### src/pig_pkg.sv
//
// Purpose: Constants and types of the port pin input gate and interrupt configuration block
// Assumes: APB slave with 32-bit data, one register per aligned word
// Notes: 16-bit registers sit in the low half of each word
//
// Behaviour
// [RULE_01] Gating bit 15 set blocks digital input on port A pins 14 and 15
// [RULE_02] Gating bit 14 set blocks digital input on port A pins 12 and 13
// [RULE_03] Gating bit 13 set blocks slow crystal pins, port A 10 and 11
// [RULE_04] Gating bit 12 set blocks digital input on port A pin 9
// [RULE_05] Gating bit 11 set blocks digital input on port A pin 8
// [RULE_06] Gating bit 10 set blocks digital input on port A pin 5
// [RULE_07] Gating bit 9 set blocks digital input on port A pin 4
// [RULE_08] Gating bit 3 set blocks digital input on port A pin 7
// [RULE_09] Gating bit 2 set blocks digital input on port A pin 6
// [RULE_10] Gating bit 1 set blocks digital input on port A pins 2 and 3
// [RULE_11] Gating bit 0 set blocks digital input on port A pins 0 and 1
// [RULE_12] Gating bit 7 hands port B pins 10 and 11 to first USB transceiver
// [RULE_13] Gating bit 6 forces first USB D+ pull-up on, else controller enable rules
// [RULE_14] Gating bit 5 hands port B pins 12 and 13 to second USB transceiver
// [RULE_15] Gating bit 4 forces second USB D+ pull-up on, else controller enable rules
// [RULE_16] Software should block digital input on pins used for analog or touch sensing
// [RULE_17] Port A interrupt enable bits enable each pin interrupt, reset zero
// [RULE_18] Port B interrupt enable bits enable each pin interrupt, reset zero
// [RULE_19] Port A mode bits pick edge when 1, level when 0
// [RULE_20] Port B mode bits pick edge when 1, level when 0
// [RULE_21] Port B bits 9:8 follow pins 23:22 or 9:8 by remap select
// [RULE_22] Output data bit of input pin picks polarity: 1 high/rising, 0 low/falling
// [RULE_23] Pending flag reads 1 when interrupt pending, cleared by writing 1
// [RULE_24] Flag sets only when enabled and condition met; blocked input reads inactive
//
package pig_pkg;

	// ****************************************
	// Register byte offsets
	// ****************************************
	localparam logic [7:0] PIG_OFS_GATING = 8'h00;
	localparam logic [7:0] PIG_OFS_PA_EN = 8'h04;
	localparam logic [7:0] PIG_OFS_PB_EN = 8'h08;
	localparam logic [7:0] PIG_OFS_PA_MODE = 8'h0c;
	localparam logic [7:0] PIG_OFS_PB_MODE = 8'h10;
	localparam logic [7:0] PIG_OFS_PA_PEND = 8'h14;
	localparam logic [7:0] PIG_OFS_PB_PEND = 8'h18;
	localparam logic [7:0] PIG_OFS_CTRL = 8'h1c;

	// ****************************************
	// Field positions of the gating and control registers
	// ****************************************
	localparam int PIG_BIT_CH4_5 = 15;
	localparam int PIG_BIT_CH2_3 = 14;
	localparam int PIG_BIT_SLOW_XTAL = 13;
	localparam int PIG_BIT_CH13 = 12;
	localparam int PIG_BIT_CH12 = 11;
	localparam int PIG_BIT_CH1 = 10;
	localparam int PIG_BIT_CH0 = 9;
	localparam int PIG_BIT_USB1_CLAIM = 7;
	localparam int PIG_BIT_USB1_PU = 6;
	localparam int PIG_BIT_USB2_CLAIM = 5;
	localparam int PIG_BIT_USB2_PU = 4;
	localparam int PIG_BIT_CH11 = 3;
	localparam int PIG_BIT_CH10 = 2;
	localparam int PIG_BIT_CH6_7 = 1;
	localparam int PIG_BIT_CH8_9 = 0;
	localparam int PIG_BIT_REMAP = 0;

	// ****************************************
	// Reset values
	// ****************************************
	localparam logic [15:0] PIG_RST_REG16 = 16'h0000;
	localparam logic [31:0] PIG_RST_WORD = 32'h0000_0000;

	// Per-port interrupt configuration
	typedef struct packed {
		logic [15:0] enable;
		logic [15:0] edge_mode;
	} pig_irq_cfg_s;

endpackage

### src/pig_port_cfg.sv
//
// Purpose: Port A digital input gating, USB pin claims and pin interrupt configuration for ports A and B
// Assumes: Pin and output data inputs synchronous to ref_clk
// Notes: APB answers after one wait-free access phase; unmapped addresses raise pslverr
//
// Implementation choices: the APB slave port and the placing of the registers.
`timescale 1ns/10ps

module pig_port_cfg (
	input wire logic ref_clk,
	input wire logic reset,
	input wire logic psel,
	input wire logic penable,
	input wire logic pwrite,
	input wire logic [7:0] paddr,
	input wire logic [31:0] pwdata,
	output logic [31:0] prdata,
	output logic pready,
	output logic pslverr,
	input wire logic [15:0] pa_pin_in,
	input wire logic [23:0] pb_pin_in,
	input wire logic [15:0] pa_out_data,
	input wire logic [23:0] pb_out_data,
	input wire logic [15:0] pa_dir_out,
	input wire logic [23:0] pb_dir_out,
	input wire logic usb1_ctrl_pullup_enable,
	input wire logic usb2_ctrl_pullup_enable,
	output logic [15:0] pa_din,
	output logic first_usb_pin_claim,
	output logic second_usb_pin_claim,
	output logic usb1_dplus_pullup,
	output logic usb2_dplus_pullup,
	output logic pa_irq_req,
	output logic pb_irq_req
);

	// ****************************************
	// Port A input block mask
	// ****************************************
	function automatic logic [15:0] pig_pa_block(input logic [15:0] g);
		logic [15:0] m;
		m = 16'h0000;
		// [RULE_01] Pins 14 and 15
		m[15:14] = {2{g[pig_pkg::PIG_BIT_CH4_5]}};
		// [RULE_02] Pins 12 and 13
		m[13:12] = {2{g[pig_pkg::PIG_BIT_CH2_3]}};
		// [RULE_03] Slow crystal pins
		m[11:10] = {2{g[pig_pkg::PIG_BIT_SLOW_XTAL]}};
		// [RULE_04] Pin 9
		m[9] = g[pig_pkg::PIG_BIT_CH13];
		// [RULE_05] Pin 8
		m[8] = g[pig_pkg::PIG_BIT_CH12];
		// [RULE_08] Pin 7
		m[7] = g[pig_pkg::PIG_BIT_CH11];
		// [RULE_09] Pin 6
		m[6] = g[pig_pkg::PIG_BIT_CH10];
		// [RULE_06] Pin 5
		m[5] = g[pig_pkg::PIG_BIT_CH1];
		// [RULE_07] Pin 4
		m[4] = g[pig_pkg::PIG_BIT_CH0];
		// [RULE_10] Pins 2 and 3
		m[3:2] = {2{g[pig_pkg::PIG_BIT_CH6_7]}};
		// [RULE_11] Pins 0 and 1
		m[1:0] = {2{g[pig_pkg::PIG_BIT_CH8_9]}};
		return m;
	endfunction

	// Maps a 24-bit port B vector onto its 16 interrupt slots
	function automatic logic [15:0] pig_pb_slots(input logic [23:0] v, input logic remap);
		logic [15:0] s;
		s = v[15:0];
		// [RULE_21] Slots 9:8 remap
		if (remap) begin
			s[9:8] = v[23:22];
		end
		return s;
	endfunction

	// ****************************************
	// Registers
	// ****************************************
	logic [15:0] gating_r;
	pig_pkg::pig_irq_cfg_s pa_cfg_r;
	pig_pkg::pig_irq_cfg_s pb_cfg_r;
	logic [15:0] pa_pend_r;
	logic [15:0] pb_pend_r;
	logic remap_r;
	logic [15:0] pa_act_prev_r;
	logic [15:0] pb_act_prev_r;
	logic [31:0] prdata_r;
	logic pready_r;
	logic pslverr_r;
	logic [15:0] pa_din_r;
	logic usb1_claim_r;
	logic usb2_claim_r;
	logic usb1_pu_r;
	logic usb2_pu_r;
	logic pa_irq_r;
	logic pb_irq_r;

	logic wr_acc;
	logic setup;
	logic mapped;
	logic [31:0] rd_word;
	logic [15:0] pa_block;
	logic [15:0] pa_act;
	logic [15:0] pb_act;
	logic [15:0] pa_set;
	logic [15:0] pb_set;
	logic [15:0] pa_clr;
	logic [15:0] pb_clr;
	logic [15:0] pb_in_slot;
	logic [15:0] pb_pol_slot;
	logic [15:0] pb_dir_slot;

	assign setup = psel & ~penable;
	assign wr_acc = psel & penable & pready_r & pwrite;
	assign pa_block = pig_pa_block(gating_r);

	// ****************************************
	// APB read decode
	// ****************************************
	always_comb begin
		mapped = 1'b1;
		rd_word = pig_pkg::PIG_RST_WORD;
		case (paddr)
			pig_pkg::PIG_OFS_GATING: rd_word[15:0] = gating_r;
			pig_pkg::PIG_OFS_PA_EN: rd_word[15:0] = pa_cfg_r.enable;
			pig_pkg::PIG_OFS_PB_EN: rd_word[15:0] = pb_cfg_r.enable;
			pig_pkg::PIG_OFS_PA_MODE: rd_word[15:0] = pa_cfg_r.edge_mode;
			pig_pkg::PIG_OFS_PB_MODE: rd_word[15:0] = pb_cfg_r.edge_mode;
			pig_pkg::PIG_OFS_PA_PEND: rd_word[15:0] = pa_pend_r;
			pig_pkg::PIG_OFS_PB_PEND: rd_word[15:0] = pb_pend_r;
			pig_pkg::PIG_OFS_CTRL: rd_word[pig_pkg::PIG_BIT_REMAP] = remap_r;
			default: mapped = 1'b0;
		endcase
	end

	// ****************************************
	// APB answer
	// ****************************************
	always_ff @(posedge ref_clk or posedge reset) begin
		if (reset) begin
			pready_r <= 1'b0;
			pslverr_r <= 1'b0;
			prdata_r <= pig_pkg::PIG_RST_WORD;
		end else begin
			pready_r <= setup;
			pslverr_r <= setup & ~mapped;
			if (setup & ~pwrite & mapped) begin
				prdata_r <= rd_word;
			end else if (setup) begin
				prdata_r <= pig_pkg::PIG_RST_WORD;
			end
		end
	end

	// ****************************************
	// Configuration writes
	// ****************************************
	always_ff @(posedge ref_clk or posedge reset) begin
		if (reset) begin
			gating_r <= pig_pkg::PIG_RST_REG16;
			pa_cfg_r <= {pig_pkg::PIG_RST_REG16, pig_pkg::PIG_RST_REG16};
			pb_cfg_r <= {pig_pkg::PIG_RST_REG16, pig_pkg::PIG_RST_REG16};
			remap_r <= 1'b0;
		end else if (wr_acc) begin
			case (paddr)
				pig_pkg::PIG_OFS_GATING: gating_r <= pwdata[15:0];
				// [RULE_17] Port A enables
				pig_pkg::PIG_OFS_PA_EN: pa_cfg_r.enable <= pwdata[15:0];
				// [RULE_18] Port B enables
				pig_pkg::PIG_OFS_PB_EN: pb_cfg_r.enable <= pwdata[15:0];
				// [RULE_19] Port A modes
				pig_pkg::PIG_OFS_PA_MODE: pa_cfg_r.edge_mode <= pwdata[15:0];
				// [RULE_20] Port B modes
				pig_pkg::PIG_OFS_PB_MODE: pb_cfg_r.edge_mode <= pwdata[15:0];
				pig_pkg::PIG_OFS_CTRL: remap_r <= pwdata[pig_pkg::PIG_BIT_REMAP];
				default: ;
			endcase
		end
	end

	// ****************************************
	// Trigger condition per slot
	// ****************************************
	assign pb_in_slot = pig_pb_slots(pb_pin_in, remap_r);
	assign pb_pol_slot = pig_pb_slots(pb_out_data, remap_r);
	assign pb_dir_slot = pig_pb_slots(pb_dir_out, remap_r);
	assign pa_clr = (wr_acc && paddr == pig_pkg::PIG_OFS_PA_PEND) ? pwdata[15:0] : 16'h0000;
	assign pb_clr = (wr_acc && paddr == pig_pkg::PIG_OFS_PB_PEND) ? pwdata[15:0] : 16'h0000;

	genvar i;
	generate
		for (i = 0; i < 16; i++) begin : g_slot
			// [RULE_22] Match level against polarity
			// [RULE_24] Blocked inputs never active
			assign pa_act[i] = ~pa_dir_out[i] & ~pa_block[i] & (pa_pin_in[i] == pa_out_data[i]);
			assign pb_act[i] = ~pb_dir_slot[i] & (pb_in_slot[i] == pb_pol_slot[i]);
			// [RULE_19] Edge or level on port A
			assign pa_set[i] = pa_cfg_r.enable[i] & pa_act[i] & (~pa_cfg_r.edge_mode[i] | ~pa_act_prev_r[i]);
			// [RULE_20] Edge or level on port B
			assign pb_set[i] = pb_cfg_r.enable[i] & pb_act[i] & (~pb_cfg_r.edge_mode[i] | ~pb_act_prev_r[i]);
		end
	endgenerate

	// ****************************************
	// Pending flags
	// ****************************************
	always_ff @(posedge ref_clk or posedge reset) begin
		if (reset) begin
			pa_pend_r <= pig_pkg::PIG_RST_REG16;
			pb_pend_r <= pig_pkg::PIG_RST_REG16;
			pa_act_prev_r <= pig_pkg::PIG_RST_REG16;
			pb_act_prev_r <= pig_pkg::PIG_RST_REG16;
		end else begin
			// [RULE_23] Write one clears, set wins
			pa_pend_r <= (pa_pend_r & ~pa_clr) | pa_set;
			pb_pend_r <= (pb_pend_r & ~pb_clr) | pb_set;
			pa_act_prev_r <= pa_act;
			pb_act_prev_r <= pb_act;
		end
	end

	// ****************************************
	// Pin side outputs
	// ****************************************
	always_ff @(posedge ref_clk or posedge reset) begin
		if (reset) begin
			pa_din_r <= 16'h0000;
			usb1_claim_r <= 1'b0;
			usb2_claim_r <= 1'b0;
			usb1_pu_r <= 1'b0;
			usb2_pu_r <= 1'b0;
			pa_irq_r <= 1'b0;
			pb_irq_r <= 1'b0;
		end else begin
			// [RULE_24] Blocked inputs read low
			pa_din_r <= pa_pin_in & ~pa_block;
			// [RULE_12] First USB pins
			usb1_claim_r <= gating_r[pig_pkg::PIG_BIT_USB1_CLAIM];
			// [RULE_14] Second USB pins
			usb2_claim_r <= gating_r[pig_pkg::PIG_BIT_USB2_CLAIM];
			// [RULE_13] First pull-up force
			usb1_pu_r <= gating_r[pig_pkg::PIG_BIT_USB1_PU] | usb1_ctrl_pullup_enable;
			// [RULE_15] Second pull-up force
			usb2_pu_r <= gating_r[pig_pkg::PIG_BIT_USB2_PU] | usb2_ctrl_pullup_enable;
			pa_irq_r <= |pa_pend_r;
			pb_irq_r <= |pb_pend_r;
		end
	end

	assign prdata = prdata_r;
	assign pready = pready_r;
	assign pslverr = pslverr_r;
	assign pa_din = pa_din_r;
	assign first_usb_pin_claim = usb1_claim_r;
	assign second_usb_pin_claim = usb2_claim_r;
	assign usb1_dplus_pullup = usb1_pu_r;
	assign usb2_dplus_pullup = usb2_pu_r;
	assign pa_irq_req = pa_irq_r;
	assign pb_irq_req = pb_irq_r;

endmodule

### config.mk
export PLATFORM = sky130hd
export DESIGN_NAME = pig_port_cfg
export DESIGN_NICKNAME = d
export VERILOG_FILES = /design/src/pig_pkg.sv /design/src/pig_port_cfg.sv
export SDC_FILE = /design/constraint.sdc
export NUM_CORES = 1
export LEC_CHECK = 0
export ABC_AREA = 1
export BUFFER_PORTS_ARGS = -buffer_cell sky130_fd_sc_hd__buf_2
export CORE_MARGIN = 10
export CORE_UTILIZATION = 53
export DETAILED_ROUTE_END_ITERATION = 6
export GPL_TIMING_DRIVEN = 0
export PLACE_DENSITY = 0.8
export SLEW_MARGIN = 5
export SYNTH_ARGS = -nofsm -noshare
export SYNTH_HDL_FRONTEND = slang
export SYNTH_SLANG_ARGS = --single-unit
export TNS_END_PERCENT = 5
### constraint.sdc
create_clock -name ref_clk -period 8 [get_ports ref_clk]
set_input_delay 2 -clock ref_clk [delete_from_list [all_inputs] [get_ports ref_clk]]
set_output_delay 2 -clock ref_clk [all_outputs]
set_load 0.005 [all_outputs]
# == Word level (Yosys, flattened, before mapping) ==
# Cells that the tools add are included.
# op_classes
bitwise,271
eq_ne,39
n_mux,10
reduce_logical,13
# ops
op,count
AND 1 bit,119
NOT 1 bit,110
case mux 15 bit (7 select lines),1
2-to-1 mux 32 bit,2
AND 16 bit,3
NOT 16 bit,3
OR 1 bit,34
equality test 1 bit,32
"equality test 8 x 5 -> 1 bit, second input constant",4
2-to-1 mux 16 bit,2
OR 16 bit,2
OR reduction 16 bit,2
"equality test 8 x 4 -> 1 bit, second input constant",2
AND reduction 2 bit,6
"equality test 8 x 3 -> 1 bit, second input constant",1
logical NOT 8 bit,1
case mux 1 bit (8 select lines),1
OR reduction 8 bit,1
2-to-1 mux 2 bit,3
logical AND 1 bit,2
nonzero test 2 bit,1
2-to-1 mux 1 bit,1
# totals
register_bits,201
inputBits,167

# == Depth between registers and ports, before layout ==
# depth
word_depth,8
depth_mapped,11

# == Least setup slack after synthesis ==
# OpenSTA, ideal clock, no wires.
# synth_timing
kind,input port to flip-flop
startpoint,input paddr[1]
endpoint,register gating_r[4]
setup_slack_ps,5043
arrival_ps,2825
setup_time_ps,132
path_buffers,1
stages,7
t_required_ps,7868
cell_sequence,nor2_2 > nand2_1 > nor2_4 > nand2_2 > clkbuf_1 > nand2_1 > o21ai_0
# synth_via
elab_chain_len,2
# synth_lines
element,line,text
start: declaration,pig_port_cfg.sv:15,"input wire logic [7:0] paddr,"
logical NOT 8 bit,pig_port_cfg.sv:168,case (paddr)
AND reduction 2 bit (no line),-,
end signal: assignment,pig_port_cfg.sv:163,gating_r <= pig_pkg::PIG_RST_REG16;
end signal: assignment,pig_port_cfg.sv:169,pig_pkg::PIG_OFS_GATING: gating_r <= pwdata[15:0];
end: declaration,pig_port_cfg.sv:82,logic [15:0] gating_r;
# No other way between the ends.
# A chain may end at the register's enable or synchronous reset.

# == Worst setup path in the final report ==
# Same ends and word-level chain as after synthesis.

==> results by group <==
Global route
  – Vias in the first global route: 8125
  – Overall routing resource usage: 24.37%
  – Initial antenna violation count: 0
  – Largest net degree at the start of global routing: 101
  – First-pass GRT wire length: 42200 um
  – Grt ovf: 0

Worst setup path
  – Largest stage delay, worst path: 0.36 ns
  – Crit-path cells: buf_2, nor2_2, nand2_1, nor2_4, nand2_2, clkbuf_1, o21ai_0
  – Worst setup path category: input port to flop
  – Worst setup EP type: flop
  – CP Max Fanout: 10
  – CP max-delay cell: clkbuf_1
  – Worst setup SP type: input port
  – Worst Path Required: 8.36 ns
  – Arr. time, crit path: 3.61 ns

Placement
  – Post-DP Area: 9889 um2
  – HPWL Detailed: 19350 um
  – Port Buf Inserts: 172
  – Pre-CTS WS: 4.329 ns
  – Routability cong.: 0.9407

Synthesis
  – Asr flop ratio synth: 100.0%
  – Yosys warns: 0
  – Synth cell types: 30
  – Syn avg cell area: 8.169 um2
  – Mapped Area: 8667 um2
  – Leading post-synthesis cells by cell area: dfrtp_1, nand2_1, nand3_1
  – EDFF count, synth: 0
  – Seq/Total Area, Yosys: 53.41%
  – Prevailing post-synth register cell: dfrtp_1
  – Area share of the largest cell type after synthesis: 53.41%
  – Cells after Synth: 1061
  – Largest area contributor in the netlist: dfrtp_1
  – #FFs+latches synth: 185

Drt
  – Via count: 8051
  – DRC viols: 0
  – Vias per Instance: 5.378
  – Wirelength, routed: 26760 um
  – Detail Route Antenna Nets: 0
  – Starting DRT DRC Count: 917
  – Routed WL per cell: 17.88 um
  – DRT Pass-1 Iters: 5

Clock tree
  – Postcts setup bufs: 0
  – Clock tree root buffer cell: clkbuf_16
  – Clk pin slew, worst setup/hold paths: 0.07 ns
  – Post-CTS Hold Buffers: 0
  – Clock Latency Late Sink: 0.45 ns
  – Clk sinks: 185
  – CTS tree: built
  – H-tree Lvls: 4
  – Max Root-Sink Buffers: 2
  – # resized after CTS: 0
  – CTS buffer count: 17

Floorplanning
  – Vert. Die Dim: 147.9 um
  – Initial Util: 54.36%
  – Core area: 15940 um2
  – Die Wd: 147.9 um
  – I/O pin cnt: 223
  – Rows: 46
  – Die ar.: 21870 um2

Timing
  – Worst slew pin tran: 0.8183 ns
  – PnR worst setup slack: 4.747 ns
  – Final Hold Vio Count: 0
  – Relative slew slack: 45.44%
  – Max Clk Rate: 0.3074 GHz
  – Slew Limit Fails: 0
  – Setup TNS: 0 ns
  – RSZ-0062 raised after global routing: no
  – Skew final: 0.008667 ns
  – Fin crit share: 40.67%
  – Final setup fails: 0
  – Tmin final: 3.253 ns

Final layout
  – Total Nets Final: 1435
  – Number of antenna diodes: 0
  – Fin area: 10510 um2
  – Share of cells above drive strength 1: 22.72%
  – Area Overhead vs Synth: 21.24%

Run status
  – Status: finished, final reports clean

Pwr
  – PD cells: 192.4 nW/um2
  – Leak: 5.820 nW
  – Max IR drop VDD: 173.6 uV

Min path
  – Hold Crit Class: flop to flop

Run
  – Maxcap violations: 0
==> path summary, 6_finish.rpt <==
| kind | slack [ns] | endpoint | from | depth (start not counted) |
|---|---|---|---|---|
| min in group asynchronous | 1.66 | pa_din[10] | reset | 2 |
| max in group asynchronous | 5.48 | pa_cfg_r[19] | reset | 3 |
| setup / recovery | 4.75 | gating_r[4] | paddr[1] | 7 |
| hold reg to reg | 0.42 | second_usb_pin_claim | gating_r[5] | 0 |
| setup reg to reg | 6.12 | pa_cfg_r[5] | pready | 6 |
| hold / removal | 0.42 | second_usb_pin_claim | gating_r[5] | 0 |
==> worst max-delay path, delay by kind of cell <==
| kind | cells | cell delay (ns) |
|---|---|---|
| AOI/OAI and AO/OA | 1 | 0.28 |
| buffers and inverters | 2 | 0.47 |
| and+or+nand+nor | 4 | 0.84 |
==> placed cells by master, fill, tap and decap left out, types with 17 or more instances in the layout <==
cell type / Yosys / final
a21oi_1: 20 / 20
buf_2: 23 / 195
buf_4: 22 / 22
clkbuf_16: 0 / 17
dfrtp_1: 185 / 185
inv_1: 115 / 114
nand2_1: 290 / 290
nand3_1: 124 / 124
nor2_1: 72 / 72
o21ai_0: 49 / 49
o21ai_1: 64 / 64
==> routing by layer <==
metal	vias to the layer above	global-route usage, %	wire (um)
li1	3797	-	-
met1	3707	31.09	10930
met2	477	36.97	12000
met3	70	7.540	2995
met4	0	11.79	842
met5	-	0	0
==> final cells by class <==
| class | instances | area [um2] |
|---|---|---|
| timing repair buffer | 173 | 888.4 |
| sequential | 185 | 4629 |
| buffer | 54 | 321.6 |
| multi-input combinational | 715 | 3314 |
| clock buffer | 17 | 425.4 |
| clock inverter | 15 | 192.7 |
| fill | 1331 | 5435 |
| tap | 216 | 270.3 |
| inverter | 122 | 465.4 |
==> logic make-up after synthesis <==
group	share of synthesized area (%)
AOI/OAI and AO/OA	9.571
xor gates and xnor gates	0.4043
buffers and inverters	8.994
DFF	53.41
other	0.04327
and+or+nand+nor	27.57
==> power by group <==
group,leakage (nW),internal [W],switching [W]
clock,0.294,0.000498,0.000392
combinational,3.03,0.0000616,0.0000954
sequential,2.50,0.000961,0.0000127
==> state kept, by name, indices dropped and copies added, names as in the netlist, 16 cells and up <==
name	cells
gating_r	16
pa_act_prev_r	16
pa_cfg_r	32
pa_din	16
pa_pend_r	16
pb_act_prev_r	16
pb_cfg_r	32
pb_pend_r	16
prdata	16
==> Yosys cell counts, types with 5 or more instances <==
library cell  count
nand2_1         290
dfrtp_1         185
nand3_1         124
inv_1           115
nor2_1           72
o21ai_1          64
o21ai_0          49
buf_2            23
buf_4            22
a21oi_1          20
o211ai_1         16
or2_2            16
nand3b_1         14
clkbuf_1          8
nor4_1            8
inv_2             6
nand3_2           5
nor2_4            5
==> through the flow <==
stage	total power, W	instances	hold slack, ns	util (%)
floorplan	0.001071	1076	0.3741	-
global placement	0.001141	1464	0.3891	61.81
detailed placement	0.001148	1465	0.3974	62.03
CTS	0.002025	1497	0.4155	65.91
global route	0.002086	1497	0.4363	65.91
finish	0.002021	1497	0.4154	65.91
(Power assumes the default switching activity.)
